**src/ricb_defs.svh**
```systemverilog
// Register offsets, field positions, reset values and rate constants of the radio register bank.
`ifndef RICB_DEFS_SVH
`define RICB_DEFS_SVH

`define RICB_OFS_AGC_RATE_DIVIDER 10'h32f
`define RICB_OFS_IRQ_SOURCE_PRIMARY 10'h336
`define RICB_OFS_IRQ_SOURCE_SECONDARY 10'h337
`define RICB_OFS_CALIBRATION_ENABLE 10'h338
`define RICB_OFS_CALIBRATION_STATE 10'h339
`define RICB_OFS_IFCAL_WORD_READBACK 10'h345
`define RICB_OFS_IFCAL_WORD_OVERRIDE 10'h346
`define RICB_OFS_RC_OSC_TRIM_RESULT_HI 10'h34f
`define RICB_OFS_RC_OSC_TRIM_RESULT_LO 10'h350
`define RICB_OFS_ADC_INPUT_VREF_SELECT 10'h359

`define RICB_RST_AGC_RATE_DIVIDER 8'h28
`define RICB_RST_ZERO 8'h00

`define RICB_BIT_WAKEUP_COUNT 7
`define RICB_BIT_SMART_WAKE 6
`define RICB_BIT_AES_DONE 5
`define RICB_BIT_TX_DONE 4
`define RICB_BIT_ADDR_MATCH 3
`define RICB_BIT_CRC_OK 2
`define RICB_BIT_SYNC_FOUND 1
`define RICB_BIT_PREAMBLE_FOUND 0
`define RICB_BIT_SUPPLY_ALARM 7
`define RICB_BIT_CMD_ACCEPT 6
`define RICB_BIT_WAKE_TIMER 4
`define RICB_BIT_SERIAL_READY 1
`define RICB_BIT_CMD_DONE 0
`define RICB_BIT_PLL_CAL 1
`define RICB_BIT_IF_FILTER_CAL 0
`define RICB_BIT_PA_RAMP 2

`define RICB_REF_CLK_MHZ 17'd26
`define RICB_SYS_CLK_MHZ 17'd10
`define RICB_AGC_PRESCALE 17'd16
`define RICB_ALARM_BASE_MV 12'd1700
`define RICB_ALARM_STEP_MV 12'd62

`endif

```
**src/ricb_pkg.sv**
```systemverilog
// Types shared by the radio register bank.
package ricb_pkg;
  typedef logic [9:0] ricb_addr_t;
  typedef logic [7:0] ricb_byte_t;
  typedef logic [5:0] ricb_calword_t;
endpackage

```
**src/ricb_register_bank.sv**
```systemverilog
// Control and status register bank of the packet radio: interrupt sources, calibration, gain rate.
`timescale 1ns/1ps
`default_nettype none
`include "ricb_defs.svh"

// Summary of operation
// - Gain loop tick at 26MHz/(16*divider), reset 40.
// - Primary bit7 on wakeup count reaching limit.
// - Primary bit6 when smart wake strength exceeds.
// - Primary bit5 on AES done, module loaded.
// - Primary bit4 on transmit done, packet mode.
// - Primary bit3 on address match, packet mode.
// - Primary bit2 on good CRC, packet mode.
// - Primary bit1 on qualified sync word.
// - Primary bit0 on qualified preamble.
// - Secondary bit7 when supply below alarm level.
// - Secondary bit6 command accept, bit0 done.
// - Secondary bit4 timer expiry, bit1 serial ready.
// - Calibration bit1 enables synthesizer calibration.
// - Calibration bit0 enables filter calibration.
// - Status bit1 shows synthesizer calibration done.
// - Status bit0 shows filter calibration done while enable bit0 is set.
// - Filter calibration word readable, read only.
// - Override bit0 selects forced word bits6:1.
// - RC oscillator result as two bytes.
// - Alarm trip is 1.7V plus 62mV*(code+1).
module ricb_register_bank (
  // Clock and reset.
  input wire logic clk,
  input wire logic reset_n,
  // Register access from the serial control interface.
  input wire ricb_pkg::ricb_addr_t reg_addr,
  input wire logic reg_wr,
  input wire ricb_pkg::ricb_byte_t reg_wdata,
  input wire logic reg_rd,
  output var ricb_pkg::ricb_byte_t reg_rdata,
  // Wake-up controller.
  input wire logic [15:0] wakeup_counter,
  input wire logic [15:0] wakeup_count_limit,
  input wire logic wake_timer_expired,
  input wire logic smart_wake_active,
  input wire ricb_pkg::ricb_byte_t smart_wake_strength,
  input wire ricb_pkg::ricb_byte_t smart_wake_strength_limit,
  // Packet handling and processor events.
  input wire logic packet_mode,
  input wire logic aes_module_loaded,
  input wire logic aes_done,
  input wire logic tx_done,
  input wire logic addr_match,
  input wire logic crc_ok,
  input wire logic sync_found,
  input wire logic preamble_found,
  input wire logic cmd_accept,
  input wire logic cmd_done,
  input wire logic serial_ready,
  // Supply monitor.
  input wire logic supply_monitor_on,
  input wire logic [11:0] supply_mv,
  input wire logic [4:0] supply_alarm_level,
  // Calibration engines.
  input wire logic pll_cal_done,
  input wire logic if_filter_cal_done,
  input wire logic pa_ramp_finished,
  input wire ricb_pkg::ricb_calword_t if_filter_cal_word,
  input wire logic [15:0] rc_osc_trim_result,
  // Controls to the radio.
  output var logic gain_loop_tick,
  output var logic pll_cal_enable,
  output var logic if_filter_cal_enable,
  output var ricb_pkg::ricb_calword_t if_filter_word_used,
  output var logic [1:0] adc_input_select,
  output var logic [1:0] adc_vref_select
);
  import ricb_pkg::*;

  typedef struct packed {
    ricb_byte_t rdata;
    ricb_byte_t divider;
    logic [16:0] rate_acc;
    logic tick;
    ricb_byte_t src0;
    ricb_byte_t src1;
    logic [1:0] cal_en;
    logic [6:0] override;
    ricb_byte_t rc_hi;
    ricb_byte_t rc_lo;
    logic [3:0] adc_sel;
    ricb_calword_t word_used;
    logic wake_hit;
    logic strength_hit;
    logic supply_low;
  } ricb_state_s;

  ricb_state_s st_q;
  ricb_state_s st_d;

  function automatic logic [11:0] ricb_trip_mv(input logic [4:0] code);
    logic [11:0] steps;
    steps = 12'({7'h00, code} + 12'd1);
    ricb_trip_mv = 12'(`RICB_ALARM_BASE_MV + 12'(`RICB_ALARM_STEP_MV * steps));
  endfunction

  function automatic logic ricb_hit(input ricb_addr_t a, input ricb_addr_t ofs);
    ricb_hit = (a == ofs);
  endfunction

  logic wake_hit_now;
  logic strength_hit_now;
  logic supply_low_now;
  logic [16:0] rate_limit;
  logic [16:0] rate_next;
  ricb_byte_t ev0;
  ricb_byte_t ev1;

  always_comb begin
    wake_hit_now = (wakeup_counter == wakeup_count_limit);
    strength_hit_now = smart_wake_active && (smart_wake_strength > smart_wake_strength_limit);
    supply_low_now = supply_monitor_on && (supply_mv < ricb_trip_mv(supply_alarm_level));
    rate_limit = 17'(`RICB_AGC_PRESCALE * `RICB_SYS_CLK_MHZ * {9'h000, st_q.divider});
    rate_next = 17'(st_q.rate_acc + `RICB_REF_CLK_MHZ);
    ev0 = 8'h00;
    ev0[`RICB_BIT_WAKEUP_COUNT] = wake_hit_now && !st_q.wake_hit;
    ev0[`RICB_BIT_SMART_WAKE] = strength_hit_now && !st_q.strength_hit;
    ev0[`RICB_BIT_AES_DONE] = aes_done && aes_module_loaded;
    ev0[`RICB_BIT_TX_DONE] = tx_done && packet_mode;
    ev0[`RICB_BIT_ADDR_MATCH] = addr_match && packet_mode;
    ev0[`RICB_BIT_CRC_OK] = crc_ok && packet_mode;
    ev0[`RICB_BIT_SYNC_FOUND] = sync_found;
    ev0[`RICB_BIT_PREAMBLE_FOUND] = preamble_found;
    ev1 = 8'h00;
    ev1[`RICB_BIT_SUPPLY_ALARM] = supply_low_now && !st_q.supply_low;
    ev1[`RICB_BIT_CMD_ACCEPT] = cmd_accept;
    ev1[`RICB_BIT_CMD_DONE] = cmd_done;
    ev1[`RICB_BIT_WAKE_TIMER] = wake_timer_expired;
    ev1[`RICB_BIT_SERIAL_READY] = serial_ready;
  end

  always_comb begin
    st_d = st_q;
    st_d.wake_hit = wake_hit_now;
    st_d.strength_hit = strength_hit_now;
    st_d.supply_low = supply_low_now;
    // The accumulator averages the reference rate exactly on the slower system clock.
    st_d.tick = 1'b0;
    if (st_q.divider == 8'h00) begin
      st_d.rate_acc = 17'h00000;
    end else if (rate_next >= rate_limit) begin
      st_d.rate_acc = 17'(rate_next - rate_limit);
      st_d.tick = 1'b1;
    end else begin
      st_d.rate_acc = rate_next;
    end
    // Result bytes follow the calibration engine continuously.
    st_d.rc_hi = rc_osc_trim_result[15:8];
    st_d.rc_lo = rc_osc_trim_result[7:0];
    st_d.word_used = st_q.override[0] ? st_q.override[6:1] : if_filter_cal_word;
    // A host write replaces a source register, and a same-cycle event still sets its bit.
    st_d.src0 = st_q.src0 | ev0;
    st_d.src1 = st_q.src1 | ev1;
    if (reg_wr) begin
      if (ricb_hit(reg_addr, `RICB_OFS_AGC_RATE_DIVIDER)) begin
        st_d.divider = reg_wdata;
        st_d.rate_acc = 17'h00000;
      end
      if (ricb_hit(reg_addr, `RICB_OFS_IRQ_SOURCE_PRIMARY)) begin
        st_d.src0 = reg_wdata | ev0;
      end
      if (ricb_hit(reg_addr, `RICB_OFS_IRQ_SOURCE_SECONDARY)) begin
        st_d.src1 = reg_wdata | ev1;
      end
      if (ricb_hit(reg_addr, `RICB_OFS_CALIBRATION_ENABLE)) begin
        st_d.cal_en = reg_wdata[1:0];
      end
      if (ricb_hit(reg_addr, `RICB_OFS_IFCAL_WORD_OVERRIDE)) begin
        st_d.override = reg_wdata[6:0];
      end
      if (ricb_hit(reg_addr, `RICB_OFS_ADC_INPUT_VREF_SELECT)) begin
        st_d.adc_sel = reg_wdata[3:0];
      end
    end
    // Reads answer one cycle later; unmapped offsets read zero.
    if (reg_rd) begin
      unique case (reg_addr)
        `RICB_OFS_AGC_RATE_DIVIDER: st_d.rdata = st_q.divider;
        `RICB_OFS_IRQ_SOURCE_PRIMARY: st_d.rdata = st_q.src0;
        `RICB_OFS_IRQ_SOURCE_SECONDARY: st_d.rdata = st_q.src1;
        `RICB_OFS_CALIBRATION_ENABLE: st_d.rdata = {6'h00, st_q.cal_en};
        `RICB_OFS_CALIBRATION_STATE: begin
          st_d.rdata = {5'h00, pa_ramp_finished, pll_cal_done,
                        if_filter_cal_done && st_q.cal_en[`RICB_BIT_IF_FILTER_CAL]};
        end
        `RICB_OFS_IFCAL_WORD_READBACK: st_d.rdata = {2'h0, if_filter_cal_word};
        `RICB_OFS_IFCAL_WORD_OVERRIDE: st_d.rdata = {1'b0, st_q.override};
        `RICB_OFS_RC_OSC_TRIM_RESULT_HI: st_d.rdata = st_q.rc_hi;
        `RICB_OFS_RC_OSC_TRIM_RESULT_LO: st_d.rdata = st_q.rc_lo;
        `RICB_OFS_ADC_INPUT_VREF_SELECT: st_d.rdata = {4'h0, st_q.adc_sel};
        default: st_d.rdata = 8'h00;
      endcase
    end
  end

  always_ff @(posedge clk) begin
    if (!reset_n) begin
      st_q <= '0;
      st_q.divider <= `RICB_RST_AGC_RATE_DIVIDER;
    end else begin
      st_q <= st_d;
    end
  end

  assign reg_rdata = st_q.rdata;
  assign gain_loop_tick = st_q.tick;
  assign pll_cal_enable = st_q.cal_en[`RICB_BIT_PLL_CAL];
  assign if_filter_cal_enable = st_q.cal_en[`RICB_BIT_IF_FILTER_CAL];
  assign if_filter_word_used = st_q.word_used;
  assign adc_input_select = st_q.adc_sel[3:2];
  assign adc_vref_select = st_q.adc_sel[1:0];

  // Checks on the bank's own behaviour.
  property p_tick_spacing;
    @(posedge clk) disable iff (!reset_n)
    (gain_loop_tick && st_q.divider == 8'h28) |=> !gain_loop_tick [*8];
  endproperty
  a_tick_spacing: assert property (p_tick_spacing) else $error("gain tick too close");

  property p_no_tick_zero;
    @(posedge clk) disable iff (!reset_n)
    (st_q.divider == 8'h00 && $past(st_q.divider) == 8'h00) |-> !gain_loop_tick;
  endproperty
  a_no_tick_zero: assert property (p_no_tick_zero) else $error("tick with zero divider");

  property p_wake_count;
    @(posedge clk) disable iff (!reset_n)
    (wakeup_counter == wakeup_count_limit && !st_q.wake_hit) |=> st_q.src0[7];
  endproperty
  a_wake_count: assert property (p_wake_count) else $error("wakeup count bit not set");

  property p_aes_gate;
    @(posedge clk) disable iff (!reset_n)
    (aes_done && !aes_module_loaded && !reg_wr && !st_q.src0[5]) |=> !st_q.src0[5];
  endproperty
  a_aes_gate: assert property (p_aes_gate) else $error("aes bit set without module");

  property p_tx_gate;
    @(posedge clk) disable iff (!reset_n)
    (tx_done && !packet_mode && !reg_wr) |=> st_q.src0[4] == $past(st_q.src0[4]);
  endproperty
  a_tx_gate: assert property (p_tx_gate) else $error("tx bit moved outside packet mode");

  property p_crc_set;
    @(posedge clk) disable iff (!reset_n)
    (crc_ok && packet_mode) |=> st_q.src0[2] ##1 (st_q.src0[2] || $past(reg_wr));
  endproperty
  a_crc_set: assert property (p_crc_set) else $error("crc bit not held");

  property p_supply_alarm;
    @(posedge clk) disable iff (!reset_n)
    (supply_monitor_on && supply_mv < ricb_trip_mv(supply_alarm_level) && !st_q.supply_low)
      |=> st_q.src1[7];
  endproperty
  a_supply_alarm: assert property (p_supply_alarm) else $error("supply alarm missed");

  property p_cal_write;
    @(posedge clk) disable iff (!reset_n)
    (reg_wr && reg_addr == `RICB_OFS_CALIBRATION_ENABLE) |=> (pll_cal_enable == $past(reg_wdata[1]));
  endproperty
  a_cal_write: assert property (p_cal_write) else $error("pll cal enable wrong");

  property p_override;
    @(posedge clk) disable iff (!reset_n)
    (st_q.override[0] && $stable(st_q.override)) |=> if_filter_word_used == $past(st_q.override[6:1]);
  endproperty
  a_override: assert property (p_override) else $error("forced word not used");

  property p_set_wins;
    @(posedge clk) disable iff (!reset_n)
    (reg_wr && reg_addr == 10'h336 && preamble_found) |=> st_q.src0[0];
  endproperty
  a_set_wins: assert property (p_set_wins) else $error("preamble lost under write");

  property p_smart_wake;
    @(posedge clk) disable iff (!reset_n)
    (smart_wake_active && smart_wake_strength > smart_wake_strength_limit && !st_q.strength_hit)
      |=> st_q.src0[`RICB_BIT_SMART_WAKE];
  endproperty
  a_smart_wake: assert property (p_smart_wake) else $error("smart wake bit not set");

  property p_aes_set;
    @(posedge clk) disable iff (!reset_n)
    (aes_done && aes_module_loaded) |=> st_q.src0[`RICB_BIT_AES_DONE];
  endproperty
  a_aes_set: assert property (p_aes_set) else $error("aes done bit not set");

  property p_tx_set;
    @(posedge clk) disable iff (!reset_n)
    (tx_done && packet_mode) |=> st_q.src0[`RICB_BIT_TX_DONE];
  endproperty
  a_tx_set: assert property (p_tx_set) else $error("transmit done bit not set");

  property p_addr_set;
    @(posedge clk) disable iff (!reset_n)
    (addr_match && packet_mode) |=> st_q.src0[`RICB_BIT_ADDR_MATCH];
  endproperty
  a_addr_set: assert property (p_addr_set) else $error("address match bit not set");

  property p_sync_set;
    @(posedge clk) disable iff (!reset_n)
    sync_found |=> st_q.src0[`RICB_BIT_SYNC_FOUND];
  endproperty
  a_sync_set: assert property (p_sync_set) else $error("sync bit not set");

  property p_preamble_set;
    @(posedge clk) disable iff (!reset_n)
    preamble_found |=> st_q.src0[`RICB_BIT_PREAMBLE_FOUND];
  endproperty
  a_preamble_set: assert property (p_preamble_set) else $error("preamble bit not set");

  property p_cmd_accept;
    @(posedge clk) disable iff (!reset_n)
    cmd_accept |=> st_q.src1[`RICB_BIT_CMD_ACCEPT];
  endproperty
  a_cmd_accept: assert property (p_cmd_accept) else $error("command accept bit not set");

  property p_cmd_done;
    @(posedge clk) disable iff (!reset_n)
    cmd_done |=> st_q.src1[`RICB_BIT_CMD_DONE];
  endproperty
  a_cmd_done: assert property (p_cmd_done) else $error("command done bit not set");

  property p_timer_set;
    @(posedge clk) disable iff (!reset_n)
    wake_timer_expired |=> st_q.src1[`RICB_BIT_WAKE_TIMER];
  endproperty
  a_timer_set: assert property (p_timer_set) else $error("timer expiry bit not set");

  property p_serial_ready;
    @(posedge clk) disable iff (!reset_n)
    serial_ready |=> st_q.src1[`RICB_BIT_SERIAL_READY];
  endproperty
  a_serial_ready: assert property (p_serial_ready) else $error("serial ready bit not set");

  property p_filter_cal_write;
    @(posedge clk) disable iff (!reset_n)
    (reg_wr && reg_addr == `RICB_OFS_CALIBRATION_ENABLE) |=> (if_filter_cal_enable == $past(reg_wdata[0]));
  endproperty
  a_filter_cal_write: assert property (p_filter_cal_write) else $error("filter cal enable wrong");

  property p_pll_status;
    @(posedge clk) disable iff (!reset_n)
    (reg_rd && reg_addr == `RICB_OFS_CALIBRATION_STATE)
      |=> (reg_rdata[`RICB_BIT_PLL_CAL] == $past(pll_cal_done));
  endproperty
  a_pll_status: assert property (p_pll_status) else $error("pll status read wrong");

  property p_filter_status;
    @(posedge clk) disable iff (!reset_n)
    (reg_rd && reg_addr == `RICB_OFS_CALIBRATION_STATE)
      |=> (reg_rdata[`RICB_BIT_IF_FILTER_CAL] == ($past(if_filter_cal_done) && $past(if_filter_cal_enable)));
  endproperty
  a_filter_status: assert property (p_filter_status) else $error("filter status read wrong");

  property p_word_readback;
    @(posedge clk) disable iff (!reset_n)
    (reg_rd && reg_addr == `RICB_OFS_IFCAL_WORD_READBACK) |=> (reg_rdata == {2'h0, $past(if_filter_cal_word)});
  endproperty
  a_word_readback: assert property (p_word_readback) else $error("cal word read wrong");

  property p_cal_word_used;
    @(posedge clk) disable iff (!reset_n)
    !st_q.override[0] |=> (if_filter_word_used == $past(if_filter_cal_word));
  endproperty
  a_cal_word_used: assert property (p_cal_word_used) else $error("calibrated word not used");

  property p_divider_write;
    @(posedge clk) disable iff (!reset_n)
    (reg_wr && reg_addr == `RICB_OFS_AGC_RATE_DIVIDER) |=> (st_q.divider == $past(reg_wdata));
  endproperty
  a_divider_write: assert property (p_divider_write) else $error("divider write lost");

endmodule
`default_nettype wire

```
**config.mk**
```make
export PLATFORM = sky130hd
export DESIGN_NAME = ricb_register_bank
export DESIGN_NICKNAME = d
export VERILOG_FILES = /design/src/ricb_pkg.sv /design/src/ricb_register_bank.sv
export VERILOG_INCLUDE_DIRS = /design/src
export SDC_FILE = /design/constraint.sdc
export NUM_CORES = 1
export LEC_CHECK = 0
export BUFFER_PORTS_ARGS = -buffer_cell sky130_fd_sc_hd__buf_4
export CORE_MARGIN = 5
export CORE_UTILIZATION = 56
export CTS_CLUSTER_SIZE = 30
export DETAILED_ROUTE_END_ITERATION = 7
export PLACE_DENSITY = 0.91
export SYNTH_ARGS = -nofsm -noshare
export SYNTH_HDL_FRONTEND = slang
export SYNTH_SLANG_ARGS = --single-unit
```
**constraint.sdc**
```tcl
create_clock -name clk -period 6.15 [get_ports clk]
set_input_delay 1.23 -clock clk [delete_from_list [all_inputs] [get_ports clk]]
set_output_delay 1.23 -clock clk [all_outputs]
set_load 0.005 [all_outputs]
```
# Word level (Yosys, flattened, before mapping)
# Cells that the tools add are included.
[totals]
output_inout_bits = 21
register_bits = 88
input_bits = 126
wordCells = 71
[classes]
n_lt_le_gt_ge = 3
bitwise_logic = 5
n_reduce_logical = 19
mul = 2
n_eq_ne = 11
n_mux = 12
n_addsub = 4
[op_table]
columns = ["operator", "n"]
rows = [
  ["$eq 10x10->1 const B", 10],
  ["$pmux 8 s10", 1],
  ["$mux 17", 4],
  ["$or 8x8->8", 4],
  ["$mux 25", 1],
  ["$add 17x5->17 const B", 1],
  ["$ge 17x16->1", 1],
  ["$sub 17x16->17", 1],
  ["$eq 16x16->1", 1],
  ["$mux 8", 2],
  ["$add 11x12->12 const A", 1],
  ["$lt 12x12->1", 1],
  ["$mul 3x8->11 const A", 1],
  ["$mul 5x6->11 const A", 1],
  ["$logic_and 1x1->1", 10],
  ["$gt 8x8->1", 1],
  ["$logic_not 8->1", 1],
  ["$reduce_and 2->1", 4],
  ["$mux 7", 1],
  ["$add 5x1->6 const B", 1],
  ["$mux 6", 1],
  ["$logic_not 1->1", 3],
  ["$mux 2", 1],
  ["$reduce_or 2->1", 1],
  ["other kinds (2)", 2],
]

# Depth between registers and ports, before layout
[logic_depth]
depth_word = 9
depth_mapped = 21
mapped_depth_nobuf = 21

# Worst setup path after synthesis
# No wires, ideal clock.
[synth_timing]
kind = "input port to flip-flop"
from = "input supply_alarm_level[0]"
to = "register st_q[45] (netlist bit)"
path_buffers = 0
slack_ps = 608
arrival_ps = 5468
stages = 20
cell_sequence = "ha_1 -> xor2_1 -> ha_1 -> xor2_1 -> fa_1 -> fa_1 -> inv_1 -> ha_1 -> o21ai_0 -> o21ai_1 -> a211oi_1 -> or3_1 -> a221oi_1 -> xnor2_1 -> ha_1 -> nand4_1 -> nand4b_1 -> a21oi_1 -> nand2_1 -> o21ai_0"
[synth_between]
elab_chain_cells = 9
[synth_rtl]
columns = ["element", "line", "source"]
rows = [
  ["from (decl)", "ricb_register_bank.sv:59", "input wire logic [4:0] supply_alarm_level,"],
  ["$add 5x1->6 *", "ricb_register_bank.sv:99", "steps = 12'({7'h00, code} + 12'd1);"],
  ["$mul 5x6->11 (no source line) *", "-", ""],
  ["$add 11x12->12 (no source line) *", "-", ""],
  ["$lt 12x12->1 *", "ricb_register_bank.sv:118", "supply_low_now = supply_monitor_on && (supply_mv < ricb_trip_mv(supply_alarm_level));"],
  ["$logic_and 1x1->1 *", "ricb_register_bank.sv:118", ""],
  ["$logic_and 1x1->1 *", "ricb_register_bank.sv:131", "ev1[`RICB_BIT_SUPPLY_ALARM] = supply_low_now && !st_q.supply_low;"],
  ["$or 8x8->8 (on tied branches)", "ricb_register_bank.sv:159, ricb_register_bank.sv:169", ""],
  ["$mux 8", "ricb_register_bank.sv:168", "if (ricb_hit(reg_addr, `RICB_OFS_IRQ_SOURCE_SECONDARY)) begin"],
  ["$mux 25 *", "ricb_register_bank.sv:160", "if (reg_wr) begin"],
  ["to (signal assigned)", "ricb_register_bank.sv:207", "st_q <= st_d;"],
  ["to (decl)", "ricb_register_bank.sv:94", "ricb_state_s st_q;"],
]
# Every way passes the cells marked *; elsewhere a longest branch is shown, timed or not.
# A chain may end at the register's enable or synchronous reset.

# Worst setup path in the final report
# Ends and elaborated chain as after synthesis.

==> impl_metrics.toml <==
[global_route]
grt_max_degree = 68
grt_remaining_overflow = 0
antenna_found_initial = 0
grt_pass1_wl_um = 28200
grt_pass1_vias = 5919
track_usage_pct = 24.2

[drt]
ant_nets = 0
routed_wl_um = 17300
dr.first_iter.drc_count = 545
route.vias.total = 5957
firstDrtPassIters = 5
viasPerCell = 5.93
drc_errors = 0
wl_per_cell_um = 17.2

[placed_design]
dpl-instance-area_um2 = 7630
io_buffers = 145
numPlacedInstances = 988
gp_congestion = 0.945
preCtsSetupSlack_ns = 0.0203
hpwlAfterDp_um = 13500

[floorplanning]
start_util_pct = 57.4
design.core.area_um2 = 11500
die_w_um = 118
die_area_um2 = 14000
ios = 147
num_rows = 39
die_h_um = 118

[timing]
hold_viol = 0
maxSlewViolCount = 0
tightest_slew_ns = 1.11
setup_viol = 0
slew_headroom_pct = 26.3
finalCritPeriodShare_pct = 93.0
clock.fmax_ghz = 0.175
finalSetupTns_ns = 0
rsz0062_at_grt = "false"
period_needed_ns = 5.72
skew_ns = 0.00691
setup_ws_ns = 0.430

[clocking]
cts_buffer_depth = 2
cts-root-buf = "clkbuf_16"
htreeDepth = 3
postCtsSetupRepairBufs = 0
hold_buffers = 0
clkTransAtPathRegs_ns = 0.07
cts_tree = "built"
clock_sinks = 88
post_cts_resize_count = 0
clock_latency_ns = 0.35
cts_buffers = 9

[hold_path]
hold_depth = 1
hold_class = "reg2reg"

[synthesis]
synthTopCellsByCount = "dfxtp_1 (88), ha_1 (64), inv_1 (47), nand2_1 (45), xnor2_1 (38)"
synth_ff_type = "dfxtp_1"
ys_types = 77
synth_nets = 937
synth_area_leaders = "dfxtp_1 (27%), ha_1 (12%), xnor2_1 (5.1%)"
yosys.area.top_type = "dfxtp_1"
synth_area_um2 = 6590
synth-seq-cells = 88
yosysSeqAreaShare_pct = 26.7
yosysMostFrequentCell = "dfxtp_1"
synthArstFlopShare_pct = 0
ys_warn_count = 0
synth_edf_count = 0
synth_top_area_share_pct = 26.7
syn_area_per_cell_um2 = 8.91
synth_cells = 739

[critical_path]
cp_max_fo = 7
crit_arrival_ns = 6.00
critical_path_class = "in2reg"
reg2reg_depth = 16
required_ns = 6.43
worst_setup_path_start_kind = "input port"
end_kind = "register"

[cells_and_area]
antenna_cells = 0
drive_above_1_share_pct = 22.5
finalNetCount = 1054
syn2layout_area_growth_pct = 20.3
fillers = 875
final_cells = 1004
design_area_um2 = 7930

[pwr]
power_density_nw_per_um2 = 308
power_leakage_nw = 3.67
irDropWorstVdd_v = 0.000252

[status]
status = "finished clean"

[job]
cap_violations = 0
## critical path, cell delays in order
cell      delay (ns)
buf_4           0.14
ha_1            0.22
xor2_1          0.47
ha_1            0.36
xor2_1          0.21
fa_1            0.47
fa_1            0.51
inv_1           0.04
ha_1            0.29
o21ai_0         0.11
o21ai_1         0.17
a211oi_1        0.10
or3_1           0.32
a221oi_1        0.34
xnor2_1         0.19
ha_1            0.29
nand4_1         0.10
nand4b_1        0.10
a21oi_1         0.14
nand2_1         0.07
o21ai_0         0.13
## routing by layer
layer / vias to the layer above / wire length (um) / track usage, %
met5: - / 0 / 0
met4: 0 / 513 / 9.36
met3: 42 / 1530 / 5.35
met2: 274 / 8240 / 40.7
met1: 2762 / 6990 / 30.3
li1: 2879 / - / -
## state kept, by name, indices dropped and copies added, names as in the netlist
register,cells
adc_input_select,2
adc_vref_select,2
gain_loop_tick,1
if_filter_cal_enable,1
if_filter_word_used,6
pll_cal_enable,1
reg_rdata,8
st_q,67
## layout make-up
class | count | area, um2 | area share (%)
multi-input cells | 563 | 4410 | 55.6
flip-flops and latches | 88 | 1760 | 22.2
repair buffers | 147 | 1100 | 13.9
clock buffers | 9 | 225 | 2.84
well taps | 143 | 179 | 2.26
inverters | 47 | 176 | 2.23
clock inverters | 7 | 72.6 | 0.916
## power by group
group	internal, W	switching (W)	total, W
logic	0.000577	0.000659	0.00124
registers	0.000625	0.0000405	0.000665
clock network	0.000286	0.000257	0.000543
total	0.00149	0.000956	0.00244
## per-stage QoR
| step | util (%) | total power [W] | hold WS (ns) |
|---|---|---|---|
| 3_5_place_dp | 66.5 | 0.00189 | 0.424 |
| 6_report | 69.1 | 0.00244 | 0.425 |
| 4_1_cts | 69.1 | 0.00244 | 0.433 |
| 3_3_place_gp | 66.5 | 0.00184 | 0.405 |
| 2_1_floorplan | - | 0.00162 | 0.399 |
| 5_1_grt | 69.1 | 0.00264 | 0.452 |
## kinds of logic after synthesis
kind of cell / share of synthesized area, %
and+or+nand+nor: 18.9
AOI/OAI and AO/OA: 18.9
buffers and inverters: 6.33
DFF: 26.7
adders and majority gates: 14.6
xor gates and xnor gates: 7.85
muxes: 6.73
## path summary, 6_finish.rpt
| path | slack (ns) | end | from |
|---|---|---|---|
| worst max-delay path | 0.43 | st_q[45] | supply_alarm_level[0] |
| worst min-delay path | 0.43 | st_q[45] | st_q[0] |
| worst max register to register | 1.78 | st_q[60] | st_q[73] |
| worst min register to register | 0.43 | st_q[45] | st_q[0] |
## placed cells by master, fill, tap and decap left out, types with 4 or more instances in the layout
| cell | count |
|---|---|
| fa_1 | 8 |
| a22o_1 | 16 |
| a21o_1 | 8 |
| nand4_1 | 9 |
| o211ai_1 | 6 |
| and2_1 | 27 |
| o21a_1 | 13 |
| xor2_1 | 21 |
| inv_1 | 47 |
| ha_1 | 64 |
| o21ai_0 | 24 |
| a22oi_1 | 12 |
| nand2_1 | 45 |
| a211o_1 | 4 |
| a211oi_1 | 4 |
| dfxtp_1 | 88 |
| nand3_1 | 30 |
| o21bai_1 | 4 |
| buf_4 | 147 |
| a21boi_0 | 8 |
| nor2_1 | 25 |
| nor2b_1 | 33 |
| a32oi_1 | 4 |
| a221o_1 | 4 |
| mux2i_1 | 33 |
| nor4_1 | 7 |
| xnor2_1 | 38 |
| nor3_1 | 8 |
| a21oi_1 | 33 |
| mux2_2 | 9 |
| and3_1 | 8 |
| clkbuf_16 | 9 |
No activity file was read; power rests on OpenSTA's default activity.
